### src/include/lpcfg_pkg.sv
/*
 * Package of the LPDDR controller configuration block: register indices,
 * field positions, reset values, pad code enumerations and carrier structs.
 * Assumes a plain single-cycle register port and one 200 MHz system clock.
 */
//==================================================================
package lpcfg_pkg;

	//==================================================================
	// register indices (byte address = 4 * index)
	localparam logic [15:0] IDX_ARB_TIMEOUT  = 16'hC00A;
	localparam logic [15:0] IDX_PHY_CONTROL  = 16'hC01D;
	localparam logic [15:0] IDX_LOAD_MODE    = 16'hC01E;
	localparam logic [15:0] IDX_EXT_MODE     = 16'hC01F;
	localparam logic [15:0] IDX_TIMING_FIRST = 16'hC020;
	localparam logic [15:0] IDX_TIMING_SECOND = 16'hC021;
	localparam logic [15:0] IDX_PAD_CLOCK    = 16'hD000;
	localparam logic [15:0] IDX_PAD_CKE      = 16'hD001;
	localparam logic [15:0] IDX_PAD_CS       = 16'hD002;
	localparam logic [15:0] IDX_PAD_WE       = 16'hD003;
	localparam logic [15:0] IDX_READ_PRIO    = 16'hC008;
	localparam logic [15:0] IDX_ENGINE_CTRL  = 16'hC0F0;
	localparam logic [15:0] IDX_ENGINE_STAT  = 16'hC0F1;

	//==================================================================
	// field widths
	localparam int TMO_W   = 4;
	localparam int OPC_W   = 14;
	localparam int PAD_W   = 7;
	localparam int QUEUES  = 3;

	//==================================================================
	// reset values
	localparam logic [3:0]  RST_TIMEOUT   = 4'h4;
	localparam logic [13:0] RST_PHY       = 14'h2101;
	localparam logic [13:0] RST_LOAD_MODE = 14'h0034;
	localparam logic [13:0] RST_EXT_MODE  = 14'h0000;
	localparam logic [2:0]  RST_READ_PRIO = 3'h7;
	localparam logic [10:0] RST_REFI      = 11'h30B;
	localparam logic [3:0]  RST_RAS       = 4'h8;
	localparam logic [5:0]  RST_XSR       = 6'h27;
	localparam logic [2:0]  RST_WR        = 3'h1;
	localparam logic [1:0]  RST_RRD       = 2'h1;
	localparam logic [4:0]  RST_RFC       = 5'h1B;
	localparam logic [2:0]  RST_RP        = 3'h4;
	localparam logic [2:0]  RST_RCD       = 3'h4;
	localparam logic [3:0]  RST_RC        = 4'hB;

	//==================================================================
	// pad codes
	typedef enum logic [1:0] {
		LPCFG_DRV_2MA  = 2'h0,
		LPCFG_DRV_4MA  = 2'h1,
		LPCFG_DRV_8MA  = 2'h2,
		LPCFG_DRV_12MA = 2'h3
	} lpcfg_drive_t;

	typedef enum logic [1:0] {
		LPCFG_PULL_NONE = 2'h0,
		LPCFG_PULL_UP   = 2'h1,
		LPCFG_PULL_DOWN = 2'h2,
		LPCFG_PULL_KEEP = 2'h3
	} lpcfg_pull_t;

	typedef struct packed {
		logic         schmitt;
		logic         slew;
		lpcfg_drive_t drive;
		lpcfg_pull_t  pull;
		logic         receiver;
	} lpcfg_pad_t;

	localparam lpcfg_pad_t RST_PAD = '{1'b0, 1'b0, LPCFG_DRV_8MA, LPCFG_PULL_NONE, 1'b0};
	// pads parked at 2 mA drive with everything else off when the interface is disabled
	localparam lpcfg_pad_t PAD_OFF = '{1'b0, 1'b0, LPCFG_DRV_2MA, LPCFG_PULL_NONE, 1'b0};

	//==================================================================
	// timing word layouts
	typedef struct packed {
		logic [7:0]  rsvd;
		logic [2:0]  write_recovery_count;
		logic [5:0]  self_refresh_exit_count;
		logic [3:0]  active_min_count;
		logic [10:0] refresh_interval_count;
	} lpcfg_timing_a_t;

	typedef struct packed {
		logic [13:0] rsvd;
		logic        small_device_select;
		logic [1:0]  bank_to_bank_count;
		logic [4:0]  refresh_cycle_count;
		logic [2:0]  precharge_count;
		logic [2:0]  row_to_column_count;
		logic [3:0]  row_cycle_count;
	} lpcfg_timing_b_t;

	localparam logic [31:0] MASK_TIMING_A = 32'h00FFFFFF;
	localparam logic [31:0] MASK_TIMING_B = 32'h0003FFFF;

	// engine control bits
	localparam int CTRL_ENABLE = 0;

	//==================================================================
	// refresh engine states, gray along idle-refresh-recover
	typedef enum logic [1:0] {
		LPCFG_ST_IDLE    = 2'b00,
		LPCFG_ST_REFRESH = 2'b01,
		LPCFG_ST_RECOVER = 2'b11
	} lpcfg_state_t;

	// register bus request
	typedef struct packed {
		logic [15:0] addr;
		logic [31:0] wdata;
		logic        wr;
		logic        rd;
	} lpcfg_bus_t;

endpackage

### src/logic/lpcfg_starve_guard.sv
/*
 * Anti-starvation counter for one arbiter queue.
 * Assumes the arbiter pulses grant events once per transaction.
 */
`timescale 1ns/10ps
module lpcfg_starve_guard (
	// clock and reset
	input  wire logic       i_clk_sys,
	input  wire logic       i_reset,
	// arbiter events
	input  wire logic [3:0] i_limit,
	input  wire logic       i_txn,
	input  wire logic       i_served,
	input  wire logic       i_pending,
	// result
	output logic            o_force
);
	typedef struct packed {
		logic [3:0] waited;
		logic       force_q;
	} lpcfg_guard_t;

	lpcfg_guard_t st_reg;
	lpcfg_guard_t st_next;

	always_comb begin
		st_next = st_reg;
		if (i_served || !i_pending) begin
			st_next.waited = 4'h0;
		end else if (i_txn && st_reg.waited != 4'hF) begin
			st_next.waited = st_reg.waited + 4'h1;
		end
		// limit of zero means no guarantee
		st_next.force_q = (i_limit != 4'h0) && i_pending && !i_served
			&& (st_next.waited >= i_limit - 4'h1);
	end

	always_ff @(posedge i_clk_sys) begin
		if (i_reset) begin
			st_reg <= '0;
		end else begin
			st_reg <= st_next;
		end
	end

	assign o_force = st_reg.force_q;

endmodule

### src/logic/lpcfg_top.sv
/*
 * LPDDR controller configuration block: register file, pad gating,
 * arbiter starvation guard and a refresh engine in memory clock counts.
 * Assumes a single-cycle register port and a memory clock tick input.
 */
`timescale 1ns/10ps
module lpcfg_top (
	// clock and reset
	input  wire logic                          i_clk_sys,
	input  wire logic                          i_reset,
	// register port
	input  wire logic [15:0]                   i_addr,
	input  wire logic [31:0]                   i_wdata,
	input  wire logic                          i_wr,
	input  wire logic                          i_rd,
	output logic      [31:0]                   o_rdata,
	// memory clock tick and arbiter events
	input  wire logic                          i_mem_tick,
	input  wire logic [lpcfg_pkg::QUEUES-1:0]  i_q_pending,
	input  wire logic [lpcfg_pkg::QUEUES-1:0]  i_q_served,
	input  wire logic                          i_txn_done,
	// arbiter, mode and timing outputs
	output logic [lpcfg_pkg::QUEUES-1:0]       o_q_force,
	output logic [2:0]                         o_read_queue_priority,
	output logic [13:0]                        o_phy_control,
	output logic [13:0]                        o_load_mode_opcode,
	output logic [13:0]                        o_ext_mode_opcode,
	output lpcfg_pkg::lpcfg_timing_a_t         o_timing_a,
	output lpcfg_pkg::lpcfg_timing_b_t         o_timing_b,
	// refresh engine
	output logic                               o_refresh_cmd,
	output logic                               o_activate_ok,
	// pads
	output lpcfg_pkg::lpcfg_pad_t              o_pad_clock,
	output lpcfg_pkg::lpcfg_pad_t              o_pad_cke,
	output lpcfg_pkg::lpcfg_pad_t              o_pad_cs,
	output lpcfg_pkg::lpcfg_pad_t              o_pad_we
);
	//==================================================================
	// state
	typedef struct packed {
		logic [3:0]                  timeout;
		logic [2:0]                  read_prio;
		logic [13:0]                 phy;
		logic [13:0]                 load_mode;
		logic [13:0]                 ext_mode;
		lpcfg_pkg::lpcfg_timing_a_t  tim_a;
		lpcfg_pkg::lpcfg_timing_b_t  tim_b;
		lpcfg_pkg::lpcfg_pad_t       pad_clock;
		lpcfg_pkg::lpcfg_pad_t       pad_cke;
		lpcfg_pkg::lpcfg_pad_t       pad_cs;
		lpcfg_pkg::lpcfg_pad_t       pad_we;
		logic                        enable;
		lpcfg_pkg::lpcfg_state_t     state;
		logic [10:0]                 ref_cnt;
		logic [4:0]                  rfc_cnt;
		logic [31:0]                 rdata;
		logic                        refresh_cmd;
		logic                        activate_ok;
		lpcfg_pkg::lpcfg_pad_t       out_clock;
		lpcfg_pkg::lpcfg_pad_t       out_cke;
		lpcfg_pkg::lpcfg_pad_t       out_cs;
		lpcfg_pkg::lpcfg_pad_t       out_we;
	} lpcfg_top_t;

	lpcfg_top_t st_reg;
	lpcfg_top_t st_next;

	lpcfg_pkg::lpcfg_bus_t bus;
	assign bus = '{i_addr, i_wdata, i_wr, i_rd};

	//==================================================================
	// starvation guard per queue
	genvar g;
	generate
		for (g = 0; g < lpcfg_pkg::QUEUES; g++) begin : gen_guard
			lpcfg_starve_guard u_guard (
				.i_clk_sys (i_clk_sys),
				.i_reset   (i_reset),
				.i_limit   (st_reg.timeout),
				.i_txn     (i_txn_done),
				.i_served  (i_q_served[g]),
				.i_pending (i_q_pending[g]),
				.o_force   (o_q_force[g])
			);
		end
	endgenerate

	//==================================================================
	// next state
	always_comb begin
		st_next = st_reg;
		st_next.refresh_cmd = 1'b0;
		st_next.rdata = 32'h00000000;

		// writes; reserved bits are masked off
		if (bus.wr) begin
			case (bus.addr)
				lpcfg_pkg::IDX_ARB_TIMEOUT: st_next.timeout = bus.wdata[3:0];
				lpcfg_pkg::IDX_READ_PRIO: st_next.read_prio = bus.wdata[2:0];
				lpcfg_pkg::IDX_PHY_CONTROL: st_next.phy = bus.wdata[13:0];
				lpcfg_pkg::IDX_LOAD_MODE: st_next.load_mode = bus.wdata[13:0];
				lpcfg_pkg::IDX_EXT_MODE: st_next.ext_mode = bus.wdata[13:0];
				lpcfg_pkg::IDX_TIMING_FIRST: begin
					st_next.tim_a = bus.wdata & lpcfg_pkg::MASK_TIMING_A;
				end
				lpcfg_pkg::IDX_TIMING_SECOND: begin
					st_next.tim_b = bus.wdata & lpcfg_pkg::MASK_TIMING_B;
				end
				lpcfg_pkg::IDX_PAD_CLOCK: st_next.pad_clock = bus.wdata[6:0];
				lpcfg_pkg::IDX_PAD_CKE: st_next.pad_cke = bus.wdata[6:0];
				lpcfg_pkg::IDX_PAD_CS: st_next.pad_cs = bus.wdata[6:0];
				lpcfg_pkg::IDX_PAD_WE: st_next.pad_we = bus.wdata[6:0];
				lpcfg_pkg::IDX_ENGINE_CTRL: begin
					st_next.enable = bus.wdata[lpcfg_pkg::CTRL_ENABLE];
				end
				default: begin
				end
			endcase
		end

		// reads; unmapped reads return zero
		if (bus.rd) begin
			case (bus.addr)
				lpcfg_pkg::IDX_ARB_TIMEOUT: st_next.rdata = {28'h0000000, st_reg.timeout};
				lpcfg_pkg::IDX_READ_PRIO: st_next.rdata = {29'h00000000, st_reg.read_prio};
				lpcfg_pkg::IDX_PHY_CONTROL: st_next.rdata = {18'h00000, st_reg.phy};
				lpcfg_pkg::IDX_LOAD_MODE: st_next.rdata = {18'h00000, st_reg.load_mode};
				lpcfg_pkg::IDX_EXT_MODE: st_next.rdata = {18'h00000, st_reg.ext_mode};
				lpcfg_pkg::IDX_TIMING_FIRST: st_next.rdata = st_reg.tim_a;
				lpcfg_pkg::IDX_TIMING_SECOND: st_next.rdata = st_reg.tim_b;
				lpcfg_pkg::IDX_PAD_CLOCK: st_next.rdata = {25'h0000000, st_reg.pad_clock};
				lpcfg_pkg::IDX_PAD_CKE: st_next.rdata = {25'h0000000, st_reg.pad_cke};
				lpcfg_pkg::IDX_PAD_CS: st_next.rdata = {25'h0000000, st_reg.pad_cs};
				lpcfg_pkg::IDX_PAD_WE: st_next.rdata = {25'h0000000, st_reg.pad_we};
				lpcfg_pkg::IDX_ENGINE_CTRL: st_next.rdata = {31'h00000000, st_reg.enable};
				lpcfg_pkg::IDX_ENGINE_STAT: begin
					st_next.rdata = {14'h0000, st_reg.rfc_cnt, st_reg.ref_cnt, st_reg.state};
				end
				default: st_next.rdata = 32'h00000000;
			endcase
		end

		// refresh engine; counters advance only on memory clock ticks
		case (st_reg.state)
			lpcfg_pkg::LPCFG_ST_IDLE: begin
				st_next.activate_ok = st_reg.enable;
				if (!st_reg.enable) begin
					st_next.ref_cnt = 11'h000;
				end else if (i_mem_tick) begin
					if (st_reg.ref_cnt + 11'h001 >= st_reg.tim_a.refresh_interval_count) begin
						st_next.ref_cnt = 11'h000;
						st_next.state = lpcfg_pkg::LPCFG_ST_REFRESH;
						st_next.activate_ok = 1'b0;
					end else begin
						st_next.ref_cnt = st_reg.ref_cnt + 11'h001;
					end
				end
			end
			lpcfg_pkg::LPCFG_ST_REFRESH: begin
				st_next.refresh_cmd = 1'b1;
				st_next.activate_ok = 1'b0;
				st_next.rfc_cnt = 5'h00;
				st_next.state = lpcfg_pkg::LPCFG_ST_RECOVER;
			end
			lpcfg_pkg::LPCFG_ST_RECOVER: begin
				st_next.activate_ok = 1'b0;
				if (i_mem_tick) begin
					if (st_reg.rfc_cnt + 5'h01 >= st_reg.tim_b.refresh_cycle_count) begin
						st_next.state = lpcfg_pkg::LPCFG_ST_IDLE;
						st_next.activate_ok = st_reg.enable;
					end else begin
						st_next.rfc_cnt = st_reg.rfc_cnt + 5'h01;
					end
				end
			end
			default: st_next.state = lpcfg_pkg::LPCFG_ST_IDLE;
		endcase

		// pad settings reach the pins only while enabled
		st_next.out_clock = st_next.enable ? st_next.pad_clock : lpcfg_pkg::PAD_OFF;
		st_next.out_cke = st_next.enable ? st_next.pad_cke : lpcfg_pkg::PAD_OFF;
		st_next.out_cs = st_next.enable ? st_next.pad_cs : lpcfg_pkg::PAD_OFF;
		st_next.out_we = st_next.enable ? st_next.pad_we : lpcfg_pkg::PAD_OFF;
	end

	//==================================================================
	// registers
	always_ff @(posedge i_clk_sys) begin
		if (i_reset) begin
			st_reg <= '0;
			st_reg.timeout <= lpcfg_pkg::RST_TIMEOUT;
			st_reg.read_prio <= lpcfg_pkg::RST_READ_PRIO;
			st_reg.phy <= lpcfg_pkg::RST_PHY;
			st_reg.load_mode <= lpcfg_pkg::RST_LOAD_MODE;
			st_reg.ext_mode <= lpcfg_pkg::RST_EXT_MODE;
			st_reg.tim_a.write_recovery_count <= lpcfg_pkg::RST_WR;
			st_reg.tim_a.self_refresh_exit_count <= lpcfg_pkg::RST_XSR;
			st_reg.tim_a.active_min_count <= lpcfg_pkg::RST_RAS;
			st_reg.tim_a.refresh_interval_count <= lpcfg_pkg::RST_REFI;
			st_reg.tim_b.small_device_select <= 1'b0;
			st_reg.tim_b.bank_to_bank_count <= lpcfg_pkg::RST_RRD;
			st_reg.tim_b.refresh_cycle_count <= lpcfg_pkg::RST_RFC;
			st_reg.tim_b.precharge_count <= lpcfg_pkg::RST_RP;
			st_reg.tim_b.row_to_column_count <= lpcfg_pkg::RST_RCD;
			st_reg.tim_b.row_cycle_count <= lpcfg_pkg::RST_RC;
			st_reg.pad_clock <= lpcfg_pkg::RST_PAD;
			st_reg.pad_cke <= lpcfg_pkg::RST_PAD;
			st_reg.pad_cs <= lpcfg_pkg::RST_PAD;
			st_reg.pad_we <= lpcfg_pkg::RST_PAD;
			st_reg.out_clock <= lpcfg_pkg::PAD_OFF;
			st_reg.out_cke <= lpcfg_pkg::PAD_OFF;
			st_reg.out_cs <= lpcfg_pkg::PAD_OFF;
			st_reg.out_we <= lpcfg_pkg::PAD_OFF;
			st_reg.state <= lpcfg_pkg::LPCFG_ST_IDLE;
		end else begin
			st_reg <= st_next;
		end
	end

	//==================================================================
	// outputs
	assign o_rdata = st_reg.rdata;
	assign o_read_queue_priority = st_reg.read_prio;
	assign o_phy_control = st_reg.phy;
	assign o_load_mode_opcode = st_reg.load_mode;
	assign o_ext_mode_opcode = st_reg.ext_mode;
	assign o_timing_a = st_reg.tim_a;
	assign o_timing_b = st_reg.tim_b;
	assign o_refresh_cmd = st_reg.refresh_cmd;
	assign o_activate_ok = st_reg.activate_ok;
	assign o_pad_clock = st_reg.out_clock;
	assign o_pad_cke = st_reg.out_cke;
	assign o_pad_cs = st_reg.out_cs;
	assign o_pad_we = st_reg.out_we;

	// decode of every mapped index, kept apart from the read mux on purpose
	logic rd_mapped;
	assign rd_mapped = i_addr inside {lpcfg_pkg::IDX_ARB_TIMEOUT, lpcfg_pkg::IDX_PHY_CONTROL,
		lpcfg_pkg::IDX_LOAD_MODE, lpcfg_pkg::IDX_EXT_MODE, lpcfg_pkg::IDX_TIMING_FIRST,
		lpcfg_pkg::IDX_TIMING_SECOND, lpcfg_pkg::IDX_PAD_CLOCK, lpcfg_pkg::IDX_PAD_CKE,
		lpcfg_pkg::IDX_PAD_CS, lpcfg_pkg::IDX_PAD_WE, lpcfg_pkg::IDX_READ_PRIO,
		lpcfg_pkg::IDX_ENGINE_CTRL, lpcfg_pkg::IDX_ENGINE_STAT};
endmodule
### config.mk
export PLATFORM = sky130hd
export DESIGN_NAME = lpcfg_top
export DESIGN_NICKNAME = d
export VERILOG_FILES = /design/src/include/lpcfg_pkg.sv /design/src/logic/lpcfg_starve_guard.sv /design/src/logic/lpcfg_top.sv
export SDC_FILE = /design/constraint.sdc
export NUM_CORES = 1
export LEC_CHECK = 0
export BUFFER_PORTS_ARGS = -buffer_cell sky130_fd_sc_hd__buf_4
export CORE_ASPECT_RATIO = 0.9
export CORE_UTILIZATION = 34
export DETAILED_ROUTE_END_ITERATION = 10
export GPL_TIMING_DRIVEN = 1
export HOLD_SLACK_MARGIN = 0.06
export SETUP_SLACK_MARGIN = 0.2
export SLEW_MARGIN = 25
export SYNTH_ARGS = -nofsm -noshare
export SYNTH_HDL_FRONTEND = slang
export SYNTH_HIERARCHICAL = 1
export SYNTH_SLANG_ARGS = --single-unit
### constraint.sdc
create_clock -name i_clk_sys -period 2.9 [get_ports i_clk_sys]
set_input_delay 0.145 -clock i_clk_sys [delete_from_list [all_inputs] [get_ports i_clk_sys]]
set_output_delay 0.145 -clock i_clk_sys [all_outputs]
set_load 0.02 [all_outputs]
* Yosys cells after proc, flatten, opt, wreduce, memory -nomap -nowiden *
Index checks and enable logic that the tools add are counted.

word-level totals
  flip-flop bits (word level) = 215
  bits of input ports = 60
  output and inout bits = 174
  word-level logic and storage cells = 174

cells by class
  add/subtract/negate cells = 6
  order comparisons = 5
  eq/ne operators = 25
  multiplexer cells = 31
  bitwise logic cells = 2
  reductions and logical operators = 37

operator list
  kind                                                              count
  24-bit case mux with 13 select lines                              1
  16-bit == test (second input constant)                            13
  29-bit two-way mux                                                1
  7-bit two-way mux                                                 4
  4-bit two-way mux                                                 6
  11-bit two-way mux                                                2
  2-bit AND reduction                                               8
  2-bit inequality test (second input constant)                     7
  13-bit two-way mux                                                1
  4-bit by 1-bit adder with 4-bit output (second input constant)    3
  4-bit >= comparator                                               3
  1-bit logical AND                                                 12
  4-bit inequality test (second input constant)                     3
  11-bit by 1-bit adder with 11-bit output (second input constant)  1
  11-bit >= comparator                                              1
  5-bit two-way mux                                                 2
  5-bit case mux with 2 select lines                                1
  2-bit two-way mux                                                 4
  1-bit two-way mux                                                 7
  1-bit logical NOT                                                 6
  2-bit case mux with 3 select lines                                1
  5-bit by 1-bit adder with 5-bit output (second input constant)    1
  5-bit >= comparator                                               1
  5-bit AND reduction                                               1
  12 further kinds                                                  16

* Logic depth before layout (Yosys ltp) *
  word-level depth = 6
  depth in mapped cells = 12
  mapped depth without buffers = 11

* Cells and area by module *
Netlist, hierarchy kept.

by module, submodules not included
  module              instances  cells each  area an instance (sq um)  seq. area each (sq um)
  lpcfg_top           1          1,063       9,201.3                   3,843.7
  lpcfg_starve_guard  3          45          381.6                     100.1

* Least setup slack after synthesis *
Ideal clock, no wire load.

  path kind = reg-to-reg
  start point = register st_reg[67] (netlist bit)
  end point = register st_reg[69] (netlist bit)
  library setup time = 0.060 ns
  arrival = 2.635 ns
  data required time = 2.840 ns
  setup slack = 0.206 ns
  cell stages (with the launch flop) = 13
  buffers on the path = 1
  clock period less this slack = 2.694 ns
  cells stage by stage = dfxtp_1 > ha_1 > nand3_1 > nor2_1 > xor2_1 > ha_1 > a21o_1 > a21o_1 > a221oi_1 > o211a_1 > clkbuf_1 > o21ai_0 > nand2_1

between the ends
  longest elaborated chain between the ends = 5

RTL lines
  item                                        line                                RTL
  from (decl)                                 lpcfg_top.sv:66                     lpcfg_top_t st_reg;
  11-bit by 1-bit adder with 11-bit output *  lpcfg_top.sv:151, lpcfg_top.sv:156
  11-bit >= comparator                        lpcfg_top.sv:151                    if (st_reg.ref_cnt + 11'h001 >= st_reg.tim_a.refresh_interval_count) begin
  11-bit two-way mux *                        lpcfg_top.sv:151
  13-bit two-way mux *                        lpcfg_top.sv:150                    end else if (i_mem_tick) begin
  11-bit two-way mux *                        lpcfg_top.sv:148                    if (!st_reg.enable) begin

Mark *: on every way between the ends. The rest lies on a longest branch, timed or not. The select of a mux whose other input is x is not followed.
A chain may end at the register's enable or synchronous reset.

* Worst setup path after layout *
  start point = register st_reg[70] (netlist bit)
  end point = register st_reg[73] (netlist bit)

The elaborated chain is that of the path after synthesis.

==> parameters.txt <==
Parameter                              Value

Run status
  Run status ... finished, final reports clean

Yosys
  Synth async-reset ratio ... 0
  Combined area of all synthesized cells ... between 0.01 and 0.015 mm2
  Avg Synthesized Cell Area ... 8.64 um2
  Dominant combinational cell family by area after synthesis ... simple AND/OR/NAND/NOR gates
  Most instantiated library cell after synthesis ... dfxtp_1
  Area share of the leading cell type in the synthesized netlist ... 0.401
  Area fraction in compound gates after synthesis ... 0.133
  Post-synthesis mux area share ... 0.0525
  Post-synthesis sequential area ratio ... 0.401
  Synthesized instance count ... between 1000 and 1500
  Number of enable-type register cells in the synthesized netlist ... 0
  Unique masters post-synth ... 68
  Post-synthesis register bit count ... 207
  Post-Synth Simple-Gate Area ... 0.192
  Yosys warnings ... 6
  Post-synth top flop ... dfxtp_1
  Cell taking the most area after synthesis ... dfxtp_1
  Commonest cells post-synth ... 207 x dfxtp_1, 177 x nand2_1, 170 x buf_4, 103 x nor2_1, 64 x a21oi_1
  Top area cells in the synthesized netlist ... dfxtp_1 40%, buf_4 12%, nand2_1 6.4%
  Synth Area in Adders ... 0.0435
  Area share of xor/xnor cells in the synthesized design ... 0.0135

Floorplanning
  Effective utilization at floorplan ... 0.346
  Vertical die dimension ... 167 um
  Boundary Pins ... between 200 and 250
  Die extent in x ... ~190 um
  Core Area ... 0.0299 mm2
  Die area ... 0.0311 mm2
  Core Rows ... 60

Route
  Final routed DRC violation total ... 0
  Vias post-DR ... around 8400
  DRT Pass-1 Iters ... 5
  Avg WL per Cell ... about 18 um
  DRC marker count from the first detailed-route iteration ... 582
  Vias per inst ... 4.93
  Drt total wl ... 30.7 mm
  Post-route antenna net violation count ... 0

Job
  Reported max-cap violation count ... 0

Place
  HPWL after detailed placement ... 21.9 mm
  Placer congestion estimate ... 0.876
  Number of port buffers ... 195

CTS
  Number of H-tree branching levels ... 1
  Clock buffers created by TritonCTS ... 24
  TritonCTS Sinks ... 207
  Buffer type at the clock tree root ... clkbuf_16
  Clock latency at the later pin of the worst-skew pair ... roughly 0.53 ns
  Largest buffer count on any clock path ... 3
  Clock tree from TritonCTS ... yes
  Post-CTS clock slew at the launch and capture registers of the worst setup and hold paths ... 0.06 ns

Final layout
  Post-layout nets ... around 1400
  Fraction of layout cells with a size suffix above 1 ... 0.237
  Synthesis-to-layout area growth ... 20.0%
  Number of flip-flops under the largest register name ... 51

Global route
  Global-route congestion overflow total ... 0
  First-pass GRT wire length ... 47.5 mm
  Number of global-route vias before repair ... just over 8000
  Initial antenna violation count ... 1
  Pin count of the biggest net entering global routing ... between 50 and 60
  Overall Global Routing Usage ... 0.197

Hold path
  Cells on Worst Hold Path ... 4
  Origin of the worst min-delay path ... i_q_pending[1]
  Destination of the worst hold path ... gen_guard[1].u_guard/o_force
  Path category of the worst min-delay check ... input port to register

Timing
  Worst setup skew after layout ... about 0.0083 ns
  Crit path time final ... 2.57 ns
  Top achievable clock speed ... 389 MHz
  Final setup fails ... 0
  Final critical-path share of the clock period ... 0.887
  Final hold slack ... 0.137 ns
  Actual slew at the worst max-slew pin ... 0.927 ns
  Number of failing hold endpoints at the final stage ... 0
  Setup repair after global routing missed its margin ... no
  Aggregate negative setup slack ... 0 ns
  Relative max-transition margin ... 0.382
  Slew Viols, Final ... 0

Critical path
  Required time at the worst-slack endpoint ... 3.31 ns
  Critical-path maximum fanout ... 5
  CP arrival ... 2.98 ns
  Depth of the most critical reg-to-reg path ... 10
  R2R Path End ... st_reg[73]
  Startpoint Class ... register
  Setup slack of the most critical reg-to-reg path ... between 0.3 and 0.4 ns
  Type of the worst setup path ... register to register
  CP Capture Type ... register
  Critical register-to-register path startpoint ... st_reg[70]

Pwr
  Leakage Power ... between 0.005 and 0.006 uW
  Total power density per cell area ... 518 mW/mm2
  Overall Power ... around 6400 uW
  Peak VDD IR ... 0.000364 V
==> worst max-delay path, cell delays in order (launching register included) <==
cell	delay [ns]
dfxtp_4	0.37
and3_4	0.21
and3_1	0.21
nand3_1	0.11
xnor2_1	0.16
ha_1	0.31
and4_1	0.23
nand2_1	0.08
o211a_2	0.28
buf_4	0.16
a221o_1	0.34
==> layer usage <==
layer,part of all wire,up-vias,global-route usage
li1,-,4094,-
met1,0.44,3984,0.263
met2,0.45,307,0.314
met3,0.080,42,0.0476
met4,0.023,0,0.0517
met5,0,-,0
==> power breakdown <==
part	total, uW	switching, uW	leakage (uW)	internal (uW)
Clock	3320	1290	0.000412	2030
Sequential	2840	1.27	0.00167	2840
Combinational	269	166	0.00319	103
==> worst max path at each step <==
stage	slack [ns]	depth (start not counted)	startpoint	end
after floorplan	0.21	12	st_reg[67]	st_reg[69]
after CTS	0.27	12	st_reg[71]	st_reg[69]
after global placement	0.11	11	st_reg[70]	st_reg[73]
final	0.33	10	st_reg[70]	st_reg[73]
after detailed placement	0.06	11	st_reg[70]	st_reg[73]
after global routing	0.21	11	st_reg[70]	st_reg[69]
==> logic make-up (layout without fill, tap and decap cells) <==
group | after synthesis | after routing
other | 1 | 31
XOR/XNOR | 16 | 16
flip-flops | 207 | 207
adder cells (fa/ha/maj) | 36 | 36
AO/OA/AOI/OAI | 200 | 200
multiplexers | 54 | 54
buffers and inverters | 267 | 344
AND/OR/NAND/NOR | 417 | 417
==> timing repair <==
| action | CTS | global route |
|---|---|---|
| gates resized for setup | 3 | 9 |
| setup endpoints to repair | 11 | 13 |
| hold buffers | 35 | 0 |
| endpoints found under the hold margin | 163 | 0 |
| pin swaps | 0 | 3 |
| setup buffers | 2 | 0 |
==> per-stage QoR <==
stage | cells | worst slack (ns) | utilization | cell area, um2
finish | 1708 | 0.327 | 0.415 | 12400
global route | 1708 | 0.213 | 0.415 | 12400
CTS | 1707 | 0.271 | 0.414 | 12400
detailed placement | 1626 | 0.0609 | 0.373 | 11100
global placement | 1626 | 0.110 | 0.373 | 11100
floorplan | 1227 | 0.206 | - | 10500
==> layout by cell type, fill, tap and decap left out, drive strengths merged, types with 29 or more instances in the layout <==
master and instances:
clkbuf 29, inv 30, nand3 42, ha 36, nand2 177, dfxtp 207, mux2i 52, nor2 104
buf 236, a21oi 64, dlygate4sd3 35, conb 30
==> cell type report <==
| cell class | instances | area (um2) |
|---|---|---|
| Timing Repair Buffer | 271 | 2130 |
| Antenna cell | 1 | 2.50 |
| Multi-Input combinational cell | 753 | 4640 |
| Inverter | 29 | 109 |
| Sequential cell | 207 | 4150 |
| Tap cell | 403 | 504 |
| Clock buffer | 29 | 639 |
| Fill cell | 3035 | 17500 |
| Clock inverter | 15 | 229 |
Note: power is estimated with default switching activity, not from simulation.
